### src/fcs_defs.vh
`ifndef FCS_DEFS_VH
`define FCS_DEFS_VH

// reserved, IGMP and MLD multicast prefixes and the broadcast destination address
`define FCS_RSV_PREFIX 40'h0180C20000
`define FCS_BCAST_DA 48'hFFFFFFFFFFFF
`define FCS_IGMP_PREFIX 24'h01005E
`define FCS_MLD_PREFIX 16'h3333

// last address byte values and range bounds
`define FCS_LB_BPDU 8'h00
`define FCS_LB_PAUSE 8'h01
`define FCS_LB_SLOW 8'h02
`define FCS_LB_PAE 8'h03
`define FCS_LB_R0_LO 8'h04
`define FCS_LB_R0_HI 8'h0F
`define FCS_LB_R1_LO 8'h10
`define FCS_LB_R1_HI 8'h1F
`define FCS_LB_GARP_LO 8'h20
`define FCS_LB_GARP_HI 8'h22
`define FCS_LB_R2_LO 8'h23
`define FCS_LB_R2_HI 8'h2F
`define FCS_LB_R3_LO 8'h30
`define FCS_LB_R3_HI 8'hFF

// ether-types, opcodes, versions, protocols
`define FCS_ET_NON_PAUSE_CONTROL_FRAME 16'h8808
`define FCS_OP_PAUSE 16'h0001
`define FCS_ET_RARP 16'h8035
`define FCS_ET_ARP 16'h8036
`define FCS_ET_IPV4 16'h0800
`define FCS_ET_IPV6 16'h86DD
`define FCS_IPVER_4 4'h4
`define FCS_IPVER_6 4'h6
`define FCS_PROTO_IGMP 8'h02
`define FCS_PROTO_ICMP6 8'h3A

// class codes
`define FCS_CLS_OTHER 4'h0
`define FCS_CLS_BPDU 4'h1
`define FCS_CLS_PAUSE 4'h2
`define FCS_CLS_SLOW 4'h3
`define FCS_CLS_PAE 4'h4
`define FCS_CLS_R0 4'h5
`define FCS_CLS_R1 4'h6
`define FCS_CLS_GARP 4'h7
`define FCS_CLS_R2 4'h8
`define FCS_CLS_R3 4'h9
`define FCS_CLS_RARP 4'hA
`define FCS_CLS_ARP 4'hB
`define FCS_CLS_IGMP4 4'hC
`define FCS_CLS_LISTENER_DISC_OVER_IP 4'hD
`define FCS_CLS_MLD_IP6 4'hE
`define FCS_CLS_NON_PAUSE_CONTROL_FRAME 4'hF

// address groups
`define FCS_GRP_UNICAST 2'h0
`define FCS_GRP_MULTICAST 2'h1
`define FCS_GRP_BROADCAST 2'h2

// spanning tree port states
`define FCS_STP_DISABLED 2'h0
`define FCS_STP_BLOCKING 2'h1
`define FCS_STP_LEARNING 2'h2
`define FCS_STP_FORWARDING 2'h3
`define FCS_STP_RST 2'h3

// port table
`define FCS_NUM_PORTS 6
`define FCS_PORT_W 3

`endif

### src/fcs_stp_mem.v
`timescale 1ns/1ps
`include "fcs_defs.vh"

module fcs_stp_mem (
	input wire clk,
	input wire rstn,
	input wire ce,
	input wire wr_en,
	input wire [`FCS_PORT_W-1:0] wr_port,
	input wire [1:0] wr_state,
	input wire [`FCS_PORT_W-1:0] rd_port,
	output wire [1:0] rd_state
);
	reg [1:0] state_ff [0:`FCS_NUM_PORTS-1];
	reg [1:0] rd_state_ff;
	integer i;

	assign rd_state = rd_state_ff;

	always @(posedge clk) begin
		if (!rstn) begin
			for (i = 0; i < `FCS_NUM_PORTS; i = i + 1) begin
				state_ff[i] <= `FCS_STP_RST;
			end
			rd_state_ff <= `FCS_STP_RST;
		end else if (ce) begin
			// port numbers past the table are ignored
			if (wr_en && wr_port < `FCS_NUM_PORTS) begin
				state_ff[wr_port] <= wr_state;
			end
			// unknown ports read as disabled so their frames never pass
			if (rd_port < `FCS_NUM_PORTS) begin
				rd_state_ff <= state_ff[rd_port];
			end else begin
				rd_state_ff <= `FCS_STP_DISABLED;
			end
		end
	end
endmodule // fcs_stp_mem

### src/fcs_classifier.v
`timescale 1ns/1ps
`include "fcs_defs.vh"

module fcs_classifier (
	input wire clk,
	input wire rstn,
	input wire ce,
	input wire hdr_valid,
	input wire [47:0] dest_addr,
	input wire [15:0] ether_type,
	input wire [15:0] ctrl_opcode,
	input wire [3:0] ip_version,
	input wire [7:0] ip_protocol,
	input wire [15:0] l4_port,
	input wire [`FCS_PORT_W-1:0] src_port,
	input wire tag_span_valid,
	input wire tag_span,
	input wire tag_mgmt_valid,
	input wire tag_mgmt,
	input wire learn_hit,
	input wire learn_span,
	input wire learn_mgmt,
	input wire ctrl_hit,
	input wire ctrl_span,
	input wire ctrl_mgmt,
	input wire cfg_rsv_span,
	input wire cfg_rsv_mgmt,
	input wire cfg_arp_span,
	input wire cfg_arp_mgmt,
	input wire cfg_igmp_span,
	input wire cfg_igmp_mgmt,
	input wire cfg_type_flt_en,
	input wire [15:0] cfg_type_flt,
	input wire cfg_proto_flt_en,
	input wire [7:0] cfg_proto_flt,
	input wire cfg_l4_flt_en,
	input wire [15:0] cfg_l4_flt,
	input wire stp_wr_en,
	input wire [`FCS_PORT_W-1:0] stp_wr_port,
	input wire [1:0] stp_wr_state,
	output wire res_valid,
	output wire [3:0] res_class,
	output wire [1:0] res_group,
	output wire res_type_match,
	output wire res_proto_match,
	output wire l4_port_filter_match,
	output wire res_span,
	output wire res_mgmt,
	output wire res_mgmt_exempt,
	output wire res_fwd_drop,
	output wire res_learn_en,
	output wire [1:0] res_port_state
);
	// stage one: classified fields
	reg s1_valid_ff;
	reg [3:0] s1_class_ff;
	reg [1:0] s1_group_ff;
	reg s1_type_ff;
	reg s1_proto_ff;
	reg s1_l4_ff;
	reg s1_tag_span_valid_ff;
	reg s1_tag_span_ff;
	reg s1_tag_mgmt_valid_ff;
	reg s1_tag_mgmt_ff;
	reg s1_learn_hit_ff;
	reg s1_learn_span_ff;
	reg s1_learn_mgmt_ff;
	reg s1_ctrl_hit_ff;
	reg s1_ctrl_span_ff;
	reg s1_ctrl_mgmt_ff;

	// stage two: results to forwarding
	reg res_valid_ff;
	reg [3:0] res_class_ff;
	reg [1:0] res_group_ff;
	reg res_type_ff;
	reg res_proto_ff;
	reg res_l4_ff;
	reg res_span_ff;
	reg res_mgmt_ff;
	reg res_exempt_ff;
	reg res_drop_ff;
	reg res_learn_ff;
	reg [1:0] res_state_ff;

	wire [1:0] port_state;
	wire [3:0] nxt_class;
	wire [1:0] nxt_group;
	reg nxt_span;
	reg nxt_mgmt;
	reg nxt_drop;
	reg nxt_learn;

	function [3:0] classify;
		input [47:0] da;
		input [15:0] et;
		input [15:0] op;
		input [3:0] ver;
		input [7:0] pr;
		reg [7:0] lb;
		reg rsv;
		begin
			lb = da[7:0];
			rsv = (da[47:8] == `FCS_RSV_PREFIX);
			classify = `FCS_CLS_OTHER;
			if (rsv && lb == `FCS_LB_BPDU) begin
				classify = `FCS_CLS_BPDU;
			end else if (rsv && lb == `FCS_LB_PAUSE &&
				et == `FCS_ET_NON_PAUSE_CONTROL_FRAME && op == `FCS_OP_PAUSE) begin
				classify = `FCS_CLS_PAUSE;
			end else if (rsv && lb == `FCS_LB_SLOW) begin
				classify = `FCS_CLS_SLOW;
			end else if (rsv && lb == `FCS_LB_PAE) begin
				classify = `FCS_CLS_PAE;
			end else if (rsv && lb >= `FCS_LB_R0_LO &&
				lb <= `FCS_LB_R0_HI) begin
				classify = `FCS_CLS_R0;
			end else if (rsv && lb >= `FCS_LB_R1_LO &&
				lb <= `FCS_LB_R1_HI) begin
				classify = `FCS_CLS_R1;
			end else if (rsv && lb >= `FCS_LB_GARP_LO &&
				lb <= `FCS_LB_GARP_HI) begin
				classify = `FCS_CLS_GARP;
			end else if (rsv && lb >= `FCS_LB_R2_LO &&
				lb <= `FCS_LB_R2_HI) begin
				classify = `FCS_CLS_R2;
			end else if (rsv && lb >= `FCS_LB_R3_LO &&
				lb <= `FCS_LB_R3_HI) begin
				classify = `FCS_CLS_R3;
			end else if (da == `FCS_BCAST_DA && et == `FCS_ET_RARP) begin
				classify = `FCS_CLS_RARP;
			end else if (da == `FCS_BCAST_DA && et == `FCS_ET_ARP) begin
				classify = `FCS_CLS_ARP;
			end else if (da[47:24] == `FCS_IGMP_PREFIX &&
				et == `FCS_ET_IPV4 && ver == `FCS_IPVER_4 &&
				pr == `FCS_PROTO_IGMP) begin
				classify = `FCS_CLS_IGMP4;
			end else if (da[47:32] == `FCS_MLD_PREFIX &&
				et == `FCS_ET_IPV4 && ver == `FCS_IPVER_6 &&
				pr == `FCS_PROTO_ICMP6) begin
				classify = `FCS_CLS_LISTENER_DISC_OVER_IP;
			end else if (da[47:32] == `FCS_MLD_PREFIX &&
				et == `FCS_ET_IPV6 && ver == `FCS_IPVER_6 &&
				pr == `FCS_PROTO_ICMP6) begin
				classify = `FCS_CLS_MLD_IP6;
			end else if (et == `FCS_ET_NON_PAUSE_CONTROL_FRAME && op != `FCS_OP_PAUSE) begin
				classify = `FCS_CLS_NON_PAUSE_CONTROL_FRAME;
			end
		end
	endfunction

	// shared by span and management resolution
	function resolve;
		input [3:0] cls;
		input tag_v;
		input tag_b;
		input lt_hit;
		input lt_b;
		input ct_hit;
		input ct_b;
		input rsv_b;
		input arp_b;
		input igmp_b;
		begin
			if (tag_v) begin
				resolve = tag_b;
			end else begin
				case (cls)
				`FCS_CLS_BPDU, `FCS_CLS_SLOW, `FCS_CLS_PAE,
				`FCS_CLS_R0, `FCS_CLS_R1, `FCS_CLS_GARP,
				`FCS_CLS_R2, `FCS_CLS_R3: begin
					resolve = lt_hit ? lt_b : (ct_hit ? ct_b : rsv_b);
				end
				`FCS_CLS_ARP, `FCS_CLS_RARP: begin
					resolve = arp_b;
				end
				`FCS_CLS_IGMP4, `FCS_CLS_LISTENER_DISC_OVER_IP, `FCS_CLS_MLD_IP6: begin
					resolve = igmp_b;
				end
				default: begin
					// pause and unmatched frames fall to the learning table
					resolve = lt_hit ? lt_b : 1'b0;
				end
				endcase
			end
		end
	endfunction

	function [1:0] group_of;
		input [47:0] da;
		begin
			// the first bit on the wire is bit 0 of the first octet
			if (da == `FCS_BCAST_DA) begin
				group_of = `FCS_GRP_BROADCAST;
			end else if (da[40]) begin
				group_of = `FCS_GRP_MULTICAST;
			end else begin
				group_of = `FCS_GRP_UNICAST;
			end
		end
	endfunction

	assign nxt_class = classify(dest_addr, ether_type, ctrl_opcode,
		ip_version, ip_protocol);
	assign nxt_group = group_of(dest_addr);

	// read issued with the header so state lands with stage one
	fcs_stp_mem u_stp_mem (
		.clk(clk),
		.rstn(rstn),
		.ce(ce),
		.wr_en(stp_wr_en),
		.wr_port(stp_wr_port),
		.wr_state(stp_wr_state),
		.rd_port(src_port),
		.rd_state(port_state)
	);

	always @(posedge clk) begin
		if (!rstn) begin
			s1_valid_ff <= 1'b0;
			s1_class_ff <= `FCS_CLS_OTHER;
			s1_group_ff <= `FCS_GRP_UNICAST;
			s1_type_ff <= 1'b0;
			s1_proto_ff <= 1'b0;
			s1_l4_ff <= 1'b0;
			s1_tag_span_valid_ff <= 1'b0;
			s1_tag_span_ff <= 1'b0;
			s1_tag_mgmt_valid_ff <= 1'b0;
			s1_tag_mgmt_ff <= 1'b0;
			s1_learn_hit_ff <= 1'b0;
			s1_learn_span_ff <= 1'b0;
			s1_learn_mgmt_ff <= 1'b0;
			s1_ctrl_hit_ff <= 1'b0;
			s1_ctrl_span_ff <= 1'b0;
			s1_ctrl_mgmt_ff <= 1'b0;
		end else if (ce) begin
			s1_valid_ff <= hdr_valid;
			if (hdr_valid) begin
				s1_class_ff <= nxt_class;
				s1_group_ff <= nxt_group;
				s1_type_ff <= cfg_type_flt_en &&
					ether_type == cfg_type_flt;
				s1_proto_ff <= cfg_proto_flt_en &&
					ip_protocol == cfg_proto_flt;
				s1_l4_ff <= cfg_l4_flt_en && l4_port == cfg_l4_flt;
				s1_tag_span_valid_ff <= tag_span_valid;
				s1_tag_span_ff <= tag_span;
				s1_tag_mgmt_valid_ff <= tag_mgmt_valid;
				s1_tag_mgmt_ff <= tag_mgmt;
				s1_learn_hit_ff <= learn_hit;
				s1_learn_span_ff <= learn_span;
				s1_learn_mgmt_ff <= learn_mgmt;
				s1_ctrl_hit_ff <= ctrl_hit;
				s1_ctrl_span_ff <= ctrl_span;
				s1_ctrl_mgmt_ff <= ctrl_mgmt;
			end
		end
	end

	always @* begin
		nxt_span = resolve(s1_class_ff, s1_tag_span_valid_ff,
			s1_tag_span_ff, s1_learn_hit_ff, s1_learn_span_ff,
			s1_ctrl_hit_ff, s1_ctrl_span_ff, cfg_rsv_span,
			cfg_arp_span, cfg_igmp_span);
		nxt_mgmt = resolve(s1_class_ff, s1_tag_mgmt_valid_ff,
			s1_tag_mgmt_ff, s1_learn_hit_ff, s1_learn_mgmt_ff,
			s1_ctrl_hit_ff, s1_ctrl_mgmt_ff, cfg_rsv_mgmt,
			cfg_arp_mgmt, cfg_igmp_mgmt);
		// blocking and learning ports forward only span frames
		case (port_state)
		`FCS_STP_DISABLED: begin
			nxt_drop = 1'b1;
			nxt_learn = 1'b0;
		end
		`FCS_STP_BLOCKING: begin
			nxt_drop = !nxt_span;
			nxt_learn = 1'b0;
		end
		`FCS_STP_LEARNING: begin
			nxt_drop = !nxt_span;
			nxt_learn = 1'b1;
		end
		`FCS_STP_FORWARDING: begin
			nxt_drop = 1'b0;
			nxt_learn = 1'b1;
		end
		default: begin
			nxt_drop = 1'b1;
			nxt_learn = 1'b0;
		end
		endcase
	end

	always @(posedge clk) begin
		if (!rstn) begin
			res_valid_ff <= 1'b0;
			res_class_ff <= `FCS_CLS_OTHER;
			res_group_ff <= `FCS_GRP_UNICAST;
			res_type_ff <= 1'b0;
			res_proto_ff <= 1'b0;
			res_l4_ff <= 1'b0;
			res_span_ff <= 1'b0;
			res_mgmt_ff <= 1'b0;
			res_exempt_ff <= 1'b0;
			res_drop_ff <= 1'b0;
			res_learn_ff <= 1'b0;
			res_state_ff <= `FCS_STP_RST;
		end else if (ce) begin
			res_valid_ff <= s1_valid_ff;
			if (s1_valid_ff) begin
				res_class_ff <= s1_class_ff;
				res_group_ff <= s1_group_ff;
				res_type_ff <= s1_type_ff;
				res_proto_ff <= s1_proto_ff;
				res_l4_ff <= s1_l4_ff;
				res_span_ff <= nxt_span;
				res_mgmt_ff <= nxt_mgmt;
				// queue logic uses this to bypass limiters and discard
				res_exempt_ff <= nxt_mgmt;
				res_drop_ff <= nxt_drop;
				res_learn_ff <= nxt_learn;
				res_state_ff <= port_state;
			end
		end
	end

	assign res_valid = res_valid_ff;
	assign res_class = res_class_ff;
	assign res_group = res_group_ff;
	assign res_type_match = res_type_ff;
	assign res_proto_match = res_proto_ff;
	assign l4_port_filter_match = res_l4_ff;
	assign res_span = res_span_ff;
	assign res_mgmt = res_mgmt_ff;
	assign res_mgmt_exempt = res_exempt_ff;
	assign res_fwd_drop = res_drop_ff;
	assign res_learn_en = res_learn_ff;
	assign res_port_state = res_state_ff;
endmodule // fcs_classifier

### config.mk
export PLATFORM = sky130hd
export DESIGN_NAME = fcs_classifier
export DESIGN_NICKNAME = d
export VERILOG_FILES = /design/src/fcs_stp_mem.v /design/src/fcs_classifier.v
export VERILOG_INCLUDE_DIRS = /design/src /design/src/src
export SDC_FILE = /design/constraint.sdc
export NUM_CORES = 1
export LEC_CHECK = 0
export ABC_AREA = 0
export BUFFER_PORTS_ARGS = -buffer_cell sky130_fd_sc_hd__buf_2
export CAP_MARGIN = 20
export CORE_AREA = 2 2 90 92
export CTS_CLUSTER_SIZE = 40
export DETAILED_ROUTE_END_ITERATION = 7
export DIE_AREA = 0 0 92 94
export PLACE_DENSITY = 0.79
export SYNTH_ARGS = -nofsm -noshare
export SYNTH_HDL_FRONTEND = slang
export SYNTH_SLANG_ARGS = --single-unit
### constraint.sdc
create_clock -name clk -period 2.6 [get_ports clk]
set_clock_uncertainty 0.05 [all_clocks]
set_input_delay 0.39 -clock clk [delete_from_list [all_inputs] [get_ports clk]]
set_output_delay 0.39 -clock clk [all_outputs]
set_load 0.01 [all_outputs]
After elaboration in Yosys (flattened, before gate mapping)
Memories as Yosys holds them, arrays and structs flattened.
Index checks and enable logic that the tools add are counted.
{ "totals": {"regBits": 38, "mem_bits_rw": 12, "inputBits": 180, "output_inout_bits": 17, "mem_count": 1} }
{ "memory_table": {"columns": ["name", "depth", "width", "read_ports", "rd_clocked_by_memory_dff", "wr", "line", "text"], "rows": [
  ["u_stp_mem.state_ff", 6, 2, 1, 0, 6, "fcs_stp_mem.v:14", "reg [1:0] state_ff [0:`FCS_NUM_PORTS-1];"]
]} }
{ "classes": {"n_lt_le_gt_ge": 12, "eq_ne": 37, "n_mux": 38, "reduce_logical": 44} }
{ "op_table": {"columns": ["operator", "n"], "rows": [
  ["equality test 16 bit, second input constant", 4],
  ["two-way mux 4 bit", 15],
  ["equality test 48 bit, second input constant", 1],
  ["equality test 40 x 33 -> 1 bit, second input constant", 1],
  ["equality test 16 bit", 2],
  ["logical AND 1 bit", 32],
  ["equality test 4 bit, second input constant", 7],
  ["equality test 24 x 17 -> 1 bit, second input constant", 1],
  ["equality test 4 x 3 -> 1 bit, second input constant", 6],
  ["equality test 8 x 2 -> 1 bit, second input constant", 3],
  [">= comparator 8 x 6 -> 1 bit, second input constant", 3],
  ["equality test 16 x 1 -> 1 bit, second input constant", 1],
  ["equality test 16 x 12 -> 1 bit, second input constant", 1],
  ["equality test 16 x 14 -> 1 bit, second input constant", 1],
  ["less-or-equal comparator 8 x 6 -> 1 bit, second input constant", 2],
  ["inequality test 16 x 1 -> 1 bit, second input constant", 1],
  ["two-way mux 1 bit", 15],
  ["OR reduction 2 bit", 5],
  ["one-hot mux 1 bit (3 select lines)", 3],
  ["equality test 8 x 1 -> 1 bit, second input constant", 1],
  ["equality test 8 x 6 -> 1 bit, second input constant", 1],
  ["equality test 8 bit", 1],
  [">= comparator 8 x 3 -> 1 bit, second input constant", 1],
  [">= comparator 8 x 5 -> 1 bit, second input constant", 1],
  ["17 further kinds", 22]
]} }

Logic depth before layout (Yosys ltp)
Gate-level depths: netlist of run 1.
{ "depth": {"word_depth": 18, "depth_mapped": 7, "mapped_depth_nobuf": 6} }

By module
A second synthesis of run 1 with hierarchy kept.
{ "hier_totals": {"cells_unflattened": 405, "hier_area_um2": 3377.0} }
{ "modules_own_cells": {"columns": ["module", "instances", "cells_per_inst", "area_per_inst_um2", "seq_area_each_um2"], "rows": [
  ["fcs_classifier", 1, 342, 2633.8, 720.7],
  ["fcs_stp_mem", 1, 63, 743.2, 400.4]
]} }

Least setup slack after synthesis of run 1
OpenSTA, ideal clock, no wires.
{ "synth_path": {"path_type": "in2reg", "start": "in dest_addr[32]", "end": "reg s1_class_ff[3], in the netlist resolve.cls[3]", "setup_ns": 0.069, "arrival_time_ns": 1.888, "required_time_ns": 2.481, "slack_ns": 0.594, "path_stages": 5, "n_path_buf": 0, "path_cell_list": "or4_1 -> or4_4 -> o32a_1 -> nor3b_1 -> o21ai_1"} }
{ "synth_via": {"elab_chain_cells": 18, "elab_cells_between_ends": 45} }
{ "synth_lines": {"columns": ["element", "line", "text"], "rows": [
  ["start, declared", "fcs_classifier.v:9", "input wire [47:0] dest_addr,"],
  ["equality test 16 x 14 -> 1 bit (no source line)", null, null],
  ["logical AND 1 bit (no source line) (3 in a row)", null, null],
  ["two-way mux 4 bit", "fcs_classifier.v:142", "end else if (da[47:32] == `FCS_MLD_PREFIX &&"],
  ["two-way mux 4 bit", "fcs_classifier.v:138", "end else if (da[47:32] == `FCS_MLD_PREFIX &&"],
  ["two-way mux 4 bit", "fcs_classifier.v:134", "end else if (da[47:24] == `FCS_IGMP_PREFIX &&"],
  ["two-way mux 4 bit", "fcs_classifier.v:132", "end else if (da == `FCS_BCAST_DA && et == `FCS_ET_ARP) begin"],
  ["two-way mux 4 bit", "fcs_classifier.v:130", "end else if (da == `FCS_BCAST_DA && et == `FCS_ET_RARP) begin"],
  ["two-way mux 4 bit", "fcs_classifier.v:127", "end else if (rsv && lb >= `FCS_LB_R3_LO &&"],
  ["two-way mux 4 bit", "fcs_classifier.v:124", "end else if (rsv && lb >= `FCS_LB_R2_LO &&"],
  ["two-way mux 4 bit", "fcs_classifier.v:121", "end else if (rsv && lb >= `FCS_LB_GARP_LO &&"],
  ["two-way mux 4 bit", "fcs_classifier.v:118", "end else if (rsv && lb >= `FCS_LB_R1_LO &&"],
  ["two-way mux 4 bit", "fcs_classifier.v:115", "end else if (rsv && lb >= `FCS_LB_R0_LO &&"],
  ["two-way mux 4 bit", "fcs_classifier.v:113", "end else if (rsv && lb == `FCS_LB_PAE) begin"],
  ["two-way mux 4 bit", "fcs_classifier.v:111", "end else if (rsv && lb == `FCS_LB_SLOW) begin"],
  ["two-way mux 4 bit", "fcs_classifier.v:108", "end else if (rsv && lb == `FCS_LB_PAUSE &&"],
  ["two-way mux 4 bit (*)", "fcs_classifier.v:106", "if (rsv && lb == `FCS_LB_BPDU) begin"],
  ["end signal, assigned", "fcs_classifier.v:222", "s1_class_ff <= `FCS_CLS_OTHER;"],
  ["end signal, assigned", "fcs_classifier.v:240", "s1_class_ff <= nxt_class;"],
  ["end, declared", "fcs_classifier.v:56", "reg [3:0] s1_class_ff;"]
]} }
Mark *: on every way between the ends. The rest lies on a longest branch, timed or not.
A chain may end at the register's enable or synchronous reset.

Final worst setup path of run 1
{ "layout_path": {"start": "reg s1_class_ff[3], in the netlist resolve.cls[3]", "end": "reg res_drop_ff, in the netlist res_fwd_drop"} }
{ "layout_via": {"elab_chain_cells": 6, "elab_cells_between_ends": 20} }
{ "layout_lines": {"columns": ["element", "line", "text"], "rows": [
  ["equality test 4 x 1 -> 1 bit, or another cell as far along", "fcs_classifier.v:168", "case (cls)"],
  ["OR reduction 8 bit, or another cell as far along", "fcs_classifier.v:168", null],
  ["one-hot mux 1 bit (3 select lines) (*)", "fcs_classifier.v:168", null],
  ["two-way mux 1 bit (*)", "fcs_classifier.v:165", "if (tag_v) begin"],
  ["logical NOT 1 bit (*)", "fcs_classifier.v:277, fcs_classifier.v:281", null],
  ["one-hot mux 1 bit (3 select lines) (*)", "fcs_classifier.v:271", "case (port_state)"],
  ["end signal, assigned", "fcs_classifier.v:321", "res_drop_ff <= nxt_drop;"],
  ["end, declared", "fcs_classifier.v:82", "reg res_drop_ff;"]
]} }
Marked as above.

==> flow_summary.yaml, run 1 <==
routing:
  wirelength_mm: 9.65
  wire_per_inst_um: 14.0
  drt_iter0_markers: 123
  drt_first_pass_iters: 4
  drc_errors: 0
  viasPerCell: 5.42
  dr_total_vias: 3731
  postRouteAntennaNets: 0
run_status:
  status: "finished, final reports clean"
sta:
  setup-violations-final: 0
  hold_viol: 0
  slew_headroom: 0.635
  fin_setup_tns_ns: 0
  fin_crit_sh: 0.778
  fmax_mhz: 494
  slew_viol_final: 0
  period_needed_ns: 2.02
  worst_slew_pin_slew_ns: 0.546
  setup_slack_ns: 0.577
  grt_setup_unrepaired: "no"
setup_path:
  crit_slowest_cell: "dfxtp_1"
  r2r-start: "resolve.cls[3]"
  end_kind: "flip-flop"
  startpoint_type: "flip-flop"
  crit_type: "reg2reg"
  cp_data_required_time_ns: 2.73
  path_cells: "or3b_2, a211o_1, a41oi_1, nand2b_1, a22oi_1, nor2_1"
  cp_data_arrival_time_ns: 2.16
  crit_start: "resolve.cls[3]"
  max_stage_delay_ns: 0.50
  ff2ff_path_depth: 6
  cp_max_fo: 9
floorplanning:
  die_area_um2: 8650
  core-area_um2: 7610
  start_util: 0.435
  std_cell_rows: 32
  io_pins: 197
  die_h_um: 94
  die_w_um: 92
global_routing:
  grt_use_met1: 0.247
  grt_start_max_net_pins: 20
  globalRouteMet2Util: 0.412
  grt_pass1_wl_mm: 15.5
  antenna_found_initial: 0
  track_usage: 0.218
  grt_pass1_vias: 3601
  met3_usage: 0.0225
  busiest_layer: "met2"
  grt-ovfl-total: 0
placement:
  port_buffers: 196
  place_area_um2: 4330
  dp_slack_ns: 0.324
  gp_congestion: 0.922
  hpwl_mm: 8.06
clock_network:
  cts_tree: "yes"
  cts_buffer_depth: 2
  cts_root_buffer: "clkbuf_8"
  cts-buffers-inserted: 5
  path_clk_slew_ns: 0.10
  cts.sinks: 50
  clk_latency_ns: 0.30
  ctsHoldBuffers: 0
  postCtsResizedCells: 0
  cts_setup_buffers: 0
  htree_levels: 2
logic_synthesis:
  yosys_most_used_dff: "dfxtp_1"
  synth_edf_count: 12
  ys_warn_count: 0
  ys_ff_latch: 50
  synthArstFlopShare: 0
  syn_nets: 578
  syn_avg_cell_area_um2: 8.35
  postSynthCellCount: 396
  seq_area_frac_synth: 0.339
  synth_area_um2: 3310
  synth.distinct_cells: 61
finish:
  num_antenna_cells: 0
  drive_above_1_share: 0.389
  area_delta_synth_final_pct: 33.9
  postLayoutCellArea_um2: 4430
  nNetsFinal: 767
  final_core_util: 0.582
pwr:
  p_leak_nw: 1.82
  max-vdd-ir-drop_mv: 0.223
  cellPowerDensity_nw_per_um2: 380
hold_path:
  holdCritStartpoint: "ctrl_span"
  min_path_cells: 3
  min_path_type: "in2reg"
job:
  cap_violations: 0
==> per-layer routing <==
layer  share of wire  up-vias
li1                -     1858
met1            0.40     1695
met2            0.51      154
met3           0.056       24
met4           0.029        0
met5               0        -
==> synth_stat cells (all sizes together) (5+ instances only) <==
| cell | instances | share of area |
|---|---|---|
| nand3 | 12 | 0.018 |
| nand4 | 30 | 0.057 |
| xnor2 | 31 | 0.082 |
| inv | 8 | 0.0091 |
| dfxtp | 38 | 0.23 |
| nor2 | 13 | 0.015 |
| nor4b | 6 | 0.016 |
| nand2b | 6 | 0.011 |
| or2 | 7 | 0.013 |
| a21oi | 35 | 0.053 |
| nand2 | 64 | 0.073 |
| clkbuf | 14 | 0.025 |
| o21ai | 11 | 0.017 |
| or3 | 5 | 0.0095 |
| edfxtp | 12 | 0.11 |
| nor4 | 22 | 0.048 |
| xor2 | 11 | 0.029 |
| nor3 | 7 | 0.011 |
==> worst max-delay path: cells and delay by family (launching register included) <==
kind / cells / cell delay, ns
AOI/OAI and AO/OA: 3 / 0.72
and+or+nand+nor: 3 / 0.64
DFF: 1 / 0.50
==> metrics by stage <==
step / hold slack, ns / total power [W] / std cells
final: 0.265 / 0.00168 / 688
after global routing: 0.274 / 0.00177 / 688
after CTS: 0.261 / 0.00169 / 688
after detailed placement: 0.395 / 0.00123 / 680
after global placement: 0.395 / 0.00122 / 680
after floorplan: 0.382 / 0.00102 / 396
==> registers in the layout, summed over array words and instances, names as in the netlist, 2 cells and up <==
signal,cells
res_class,4
res_group,2
res_port_state,2
resolve.cls,4
s1_group_ff,2
u_stp_mem.rd_state,2
u_stp_mem.state_ff,12
==> report_power, final <==
group / internal [W] / switching, W / total, W
registers: 0.000822 / 0.0000156 / 0.000838
logic: 0.000192 / 0.000188 / 0.000380
clock network: 0.000198 / 0.000268 / 0.000466
==> cell usage in the layout (no fill, tap or decap), types with 10 or more instances in the layout <==
| cell type | netlist | routed |
|---|---|---|
| buf_2 | 0 | 196 |
| nand2_1 | 64 | 64 |
| dfxtp_1 | 38 | 38 |
| a21oi_1 | 35 | 35 |
| xnor2_1 | 31 | 31 |
| nand4_1 | 30 | 30 |
| nor4_1 | 20 | 20 |
| nor2_1 | 13 | 13 |
| nand3_1 | 12 | 12 |
| edfxtp_1 | 12 | 12 |
| xor2_1 | 11 | 11 |
| o21ai_0 | 10 | 10 |
==> path summary, 6_finish.rpt <==
path	to	slack [ns]
max reg2reg	res_fwd_drop	0.58
max	res_fwd_drop	0.58
min reg2reg	l4_port_filter_match	0.41
min	s1_ctrl_span_ff	0.26
==> area by class of cell <==
type,instances,area [um2]
inverters,8,30.0
fillers,742,3180
repair buffers,199,1000
clock inverters,3,26.3
clock buffers,5,68.8
multi-input cells,321,2050
well taps,102,128
flip-flops and latches,50,1120
==> kinds of logic (layout without fill, tap and decap cells) <==
family                     after synthesis  in the layout  synth area share
DFF                                     50             50             0.339
xor gates and xnor gates                42             42             0.111
buffers and inverters                   25            215            0.0409
AOI/OAI and AO/OA                       75             75             0.145
muxes                                    7              7            0.0291
adders and majority gates                2              2           0.00757
and+or+nand+nor                        195            195             0.327
(Power assumes the default switching activity.)
==> run 2, diff against run 1 <==
--- a/config.mk
+++ b/config.mk
@@ -6,14 +6,14 @@
 export SDC_FILE = /design/constraint.sdc
 export NUM_CORES = 1
 export LEC_CHECK = 0
-export ABC_AREA = 0
+export ABC_AREA = 1
 export BUFFER_PORTS_ARGS = -buffer_cell sky130_fd_sc_hd__buf_2
 export CAP_MARGIN = 20
-export CORE_AREA = 2 2 90 92
+export CORE_AREA = 2 2 93 95
 export CTS_CLUSTER_SIZE = 40
 export DETAILED_ROUTE_END_ITERATION = 7
-export DIE_AREA = 0 0 92 94
-export PLACE_DENSITY = 0.79
+export DIE_AREA = 0 0 95 97
+export PLACE_DENSITY = 0.78
 export SYNTH_ARGS = -nofsm -noshare
 export SYNTH_HDL_FRONTEND = slang
 export SYNTH_SLANG_ARGS = --single-unit
==> constraint.sdc (replaced) <==
create_clock -name clk -period 2.1 [get_ports clk]
set_clock_uncertainty 0.05 [all_clocks]
set_input_delay 0.315 -clock clk [delete_from_list [all_inputs] [get_ports clk]]
set_output_delay 0.315 -clock clk [all_outputs]
set_load 0.01 [all_outputs]
==> flow_summary.yaml, run 2 <==
clock_network:
  cts_root_buffer: "clkbuf_8"
  cts-buffers-inserted: 5
  cts_tree: "yes"
  htree_levels: 2
  path_clk_slew_ns: 0.09
  cts_buffer_depth: 2
  cts.sinks: 50
  cts_setup_buffers: 0
  clk_latency_ns: 0.30
  postCtsResizedCells: 0
  ctsHoldBuffers: 0
placement:
  place_inst: 866
  port_buffers: 196
  gp_congestion: 0.865
  hpwl_mm: 8.88
  place_area_um2: 4710
setup_path:
  crit_type: "reg2reg"
  crit_start: "resolve.cls[1]"
  cp_data_required_time_ns: 2.29
  rrSetupSlack_ns: 0.47
  cp_max_fo: 7
  end_kind: "flip-flop"
  r2r-start: "resolve.cls[1]"
  startpoint_type: "flip-flop"
  cp_data_arrival_time_ns: 1.82
logic_synthesis:
  synth_edf_count: 12
  yosysMostFrequentCell: "nand2_1"
  syn_avg_cell_area_um2: 6.32
  yosys-top-cells-area: "dfxtp_1, nand2_1, nor2_1, edfxtp_1, inv_1"
  yosys_most_used_dff: "dfxtp_1"
  synth.distinct_cells: 39
  yosys.area.top_type: "dfxtp_1"
  syn_nets: 753
  ys_warn_count: 0
  synth_area_um2: 3610
  postSynthCellCount: 571
  seq_area_frac_synth: 0.311
  ys_ff_latch: 50
  synthArstFlopShare: 0
  yosys.area.top_type_share: 0.211
  synth_common_cells: "nand2_1, nor2_1, inv_1, o21ai_0, dfxtp_1"
finish:
  nNetsFinal: 950
  largest_register_ffs: 12
  final_cell_mix: "buf_2, nand2_1, nor2_1, inv_1, o21ai_0"
  top_register: "u_stp_mem.state_ff"
  final_common_cell: "buf_2"
  finalNonFillerCells: 874
  area_delta_synth_final_pct: 33.0
  postLayoutCellArea_um2: 4800
  fillCellCount: 794
  num_antenna_cells: 0
  drive_above_1_share: 0.308
pwr:
  max-vdd-ir-drop_mv: 0.275
  power_w: 0.00213
  cellPowerDensity_nw_per_um2: 443
  p_leak_nw: 2.35
sta:
  fin_crit_sh: 0.774
  setup-violations-final: 0
  worst_slew_pin_slew_ns: 0.529
  fin_setup_tns_ns: 0
  grt_setup_unrepaired: "no"
  slew_headroom: 0.647
  slew_viol_final: 0
  hold_ws_ns: 0.216
  fmax_mhz: 615
  hold_viol: 0
  period_needed_ns: 1.63
global_routing:
  track_usage: 0.233
  antenna_found_initial: 0
  grt_pass1_vias: 4216
  grt-ovfl-total: 0
  grt_start_max_net_pins: 31
  grt_pass1_wl_mm: 17.7
routing:
  dr_total_vias: 4307
  viasPerCell: 4.93
  drc_errors: 0
  drt_first_pass_iters: 5
  wire_per_inst_um: 12.0
  postRouteAntennaNets: 0
  wirelength_mm: 10.5
  drt_iter0_markers: 131
hold_path:
  min_path_type: "in2reg"
  holdCritStartpoint: "learn_mgmt"
floorplanning:
  core-area_um2: 8130
  die_w_um: 95
  io_pins: 197
  die_h_um: 97
  std_cell_rows: 33
  start_util: 0.443
  die_area_um2: 9220
run_status:
  status: "finished, final reports clean"
job:
  cap_violations: 0
==> run 2: cell types whose count changed after synthesis, moves of 7 or more <==
cell,previous run,this run
nand2_1,64,124
nand4_1,30,13
nor2_1,13,121
nor4_1,20,6
xnor2_1,31,9
xor2_1,11,19
o21ai_0,10,39
inv_1,8,65
nor3_1,7,14
nand3_1,12,21
==> run 2: logic make-up (layout without fill, tap and decap cells) <==
logic type,Yosys count,after routing,share of synthesized area
AO/OA/AOI/OAI,87,87,0.134
XOR/XNOR,28,28,0.0680
adder cells (fa/ha/maj),2,2,0.00694
buffers and inverters,77,275,0.0815
flip-flops,50,50,0.311
AND/OR/NAND/NOR,327,327,0.399
==> run 2: layout make-up <==
class	count	area, um2	area share
clock buffer	5	68.8	0.0143
tap	105	131	0.0274
multi-input combinational	444	2190	0.457
clock inverter	3	21.3	0.00443
sequential	50	1120	0.234
inverter	67	251	0.0524
timing repair buffer	200	1010	0.211
==> run 2: stage by stage <==
stage                      util  setup slack, ns
after global routing      0.590            0.298
final                     0.590            0.474
after floorplan               -            0.594
after detailed placement  0.579            0.311
after global placement    0.579            0.334
after CTS                 0.590            0.490
==> run 2: power breakdown <==
part / total (W) / switching [W] / internal, W
logic: 0.000520 / 0.000278 / 0.000242
registers: 0.00105 / 0.0000228 / 0.00103
clock network: 0.000552 / 0.000318 / 0.000234
==> run 2: critical path, cell delays in order (launching register included) <==
cell	delay (ns)
dfxtp_1	0.49
nand2_1	0.09
nand3_1	0.13
inv_1	0.09
nand2_1	0.07
nand3_1	0.07
a21oi_1	0.12
o31ai_1	0.08
o21ai_0	0.13
o21ai_0	0.13
a21oi_1	0.13
==> run 2: per-layer routing <==
metal	up-vias	global-route usage	wire length, um	part of all wire
li1	2241	-	-	-
met5	-	0	0	0
met3	13	0.0350	608	0.058
met4	0	0.0602	130	0.012
met1	1899	0.278	4400	0.42
met2	154	0.427	5370	0.51
==> run 2: worst paths after layout <==
path	to	depth (start not counted)
worst min-delay path	resolve.lt_b	3
worst max-delay path	res_fwd_drop	10
worst min register to register	s1_ctrl_span_ff	2
worst max register to register	res_fwd_drop	10
==> run 3, diff against run 2 <==
--- a/config.mk
+++ b/config.mk
@@ -6,14 +6,14 @@
 export SDC_FILE = /design/constraint.sdc
 export NUM_CORES = 1
 export LEC_CHECK = 0
-export ABC_AREA = 1
+export ABC_AREA = 0
 export BUFFER_PORTS_ARGS = -buffer_cell sky130_fd_sc_hd__buf_2
 export CAP_MARGIN = 20
-export CORE_AREA = 2 2 93 95
+export CORE_AREA = 2 2 94 96
 export CTS_CLUSTER_SIZE = 40
 export DETAILED_ROUTE_END_ITERATION = 7
-export DIE_AREA = 0 0 95 97
-export PLACE_DENSITY = 0.78
+export DIE_AREA = 0 0 96 98
+export PLACE_DENSITY = 0.76
 export SYNTH_ARGS = -nofsm -noshare
 export SYNTH_HDL_FRONTEND = slang
 export SYNTH_SLANG_ARGS = --single-unit
==> constraint.sdc (replaced) <==
create_clock -name clk -period 1.3 [get_ports clk]
set_clock_uncertainty 0.05 [all_clocks]
set_input_delay 0.195 -clock clk [delete_from_list [all_inputs] [get_ports clk]]
set_output_delay 0.195 -clock clk [all_outputs]
set_load 0.01 [all_outputs]
==> flow_summary.yaml, run 3 (synthesized netlist as in run 1, its figures left out) <==
clock_network:
  cts_buffer_depth: 2
  cts_root_buffer: "clkbuf_8"
  path_clk_slew_ns: 0.09
  htree_levels: 2
  cts.sinks: 50
  cts-buffers-inserted: 5
  cts_tree: "yes"
  clk_latency_ns: 0.30
routing:
  drc_errors: 0
  viasPerCell: 5.15
  drt_first_pass_iters: 5
  drt_iter0_markers: 181
  postRouteAntennaNets: 0
  dr_total_vias: 3998
  wirelength_mm: 11.0
  wire_per_inst_um: 14.2
global_routing:
  antenna_found_initial: 0
  grt_start_max_net_pins: 15
  track_usage: 0.223
  grt_pass1_vias: 3983
  grt-ovfl-total: 0
  grt_pass1_wl_mm: 17.0
floorplanning:
  std_cell_rows: 34
  core-area_um2: 8470
  die_h_um: 98
  start_util: 0.390
  die_area_um2: 9410
  die_w_um: 96
  io_pins: 197
finish:
  final_common_cell: "buf_2"
  final_core_util: 0.618
  finalNonFillerCells: 776
  num_antenna_cells: 0
  drive_above_1_share: 0.497
  largest_register_ffs: 12
  top_register: "u_stp_mem.state_ff"
  fillCellCount: 725
  nNetsFinal: 850
  area_delta_synth_final_pct: 58.3
  final_cell_mix: "buf_2, buf_4, nand2_1, dfxtp_1, a21oi_1"
sta:
  worst_slew_pin_slew_ns: 0.514
  fin_crit_sh: 1.30
  slew_headroom: 0.648
  fmax_mhz: 591
  period_needed_ns: 1.69
  slew_viol_final: 0
  grt_setup_unrepaired: "yes"
  setup_slack_ns: -0.391
  fin_setup_tns_ns: -2.45
  setup-violations-final: 9
  hold_viol: 0
pwr:
  cellPowerDensity_nw_per_um2: 668
  power_w: 0.00350
  max-vdd-ir-drop_mv: 0.472
  p_leak_nw: 2.28
setup_path:
  cp_data_required_time_ns: 1.48
  r2r-start: "resolve.cls[1]"
  crit_type: "in2reg"
  cp_max_fo: 3
  rrSetupSlack_ns: -0.38
  ff2ff_path_depth: 6
  cp_data_arrival_time_ns: 1.87
  startpoint_type: "primary input"
  rr_endpoint: "res_fwd_drop"
  end_kind: "flip-flop"
run_status:
  status: "complete, but fails checks"
  violations: "negative setup slack"
hold_path:
  holdCritStartpoint: "ctrl_mgmt"
  min_path_type: "in2reg"
  holdPathEnd: "resolve.ct_b"
  min_path_cells: 3
job:
  cap_violations: 0
placement:
  port_buffers: 196
  dp_slack_ns: -0.774
  hpwl_mm: 9.02
  gp_congestion: 0.879
  place_inst: 761
-- run 3: cell types whose count changed in the layout (fill, tap and decap cells not counted), sizes merged, moves of 11 or more --
cell | previous run | this run
nand2 | 128 | 64
o21ai | 41 | 11
nand4 | 13 | 30
inv | 67 | 8
nor4 | 7 | 22
buf | 200 | 281
nand3 | 23 | 12
nor2 | 125 | 13
xnor2 | 9 | 31
-- run 3: area by class of cell --
type | count | area [um2] | share of cell area
well taps | 108 | 135 | 0.0258
clock inverters | 2 | 10.0 | 0.00191
flip-flops and latches | 50 | 1120 | 0.215
inverters | 8 | 30.0 | 0.00574
repair buffers | 282 | 1650 | 0.314
clock buffers | 5 | 68.8 | 0.0131
multi-input cells | 321 | 2220 | 0.424
-- run 3: power by group --
part | switching [W] | internal, W
combinational | 0.000452 | 0.000528
sequential | 0.0000282 | 0.00164
clock | 0.000483 | 0.000362
-- run 3: layer usage --
layer | GRT usage | up-vias | part of all wire
li1 | - | 2011 | -
met1 | 0.240 | 1822 | 0.37
met2 | 0.438 | 140 | 0.56
met3 | 0.0285 | 25 | 0.046
met4 | 0.0681 | 0 | 0.023
met5 | 0 | - | 0
-- run 3: stage by stage --
step | cell area [um2] | hold WS, ns
after floorplan | 3360 | 0.281
final | 5230 | 0.0782
after detailed placement | 4940 | 0.394
after CTS | 5090 | 0.0735
after global routing | 5230 | 0.0690
after global placement | 4940 | 0.388
-- run 3: worst max-delay path, stage by stage --
cell	delay [ns]
buf_6	0.10
nor4_4	0.29
nand4_1	0.16
or4b_4	0.55
o32a_1	0.32
nor3b_1	0.14
o21ai_1	0.11
-- run 3: what timing repair did --
| item | CTS | global route |
|---|---|---|
| gates resized for setup | 16 | 19 |
| pin swaps | 7 | 17 |
| setup buffers | 1 | 7 |
| setup endpoints to repair | 10 | 16 |
| hold buffers | 0 | 0 |
-- run 3: worst max-delay path by stage --
stage / from / end / slack (ns) / cells past startpoint
2_1_floorplan: ether_type[8] / resolve.cls[3] / -0.45 / 6
3_3_place_gp: dest_addr[24] / resolve.cls[3] / -0.69 / 7
3_5_place_dp: dest_addr[24] / resolve.cls[2] / -0.77 / 9
4_1_cts: resolve.cls[1] / res_fwd_drop / -0.39 / 6
5_1_grt: ether_type[14] / resolve.cls[3] / -0.45 / 7
6_report: ether_type[14] / resolve.cls[3] / -0.39 / 7
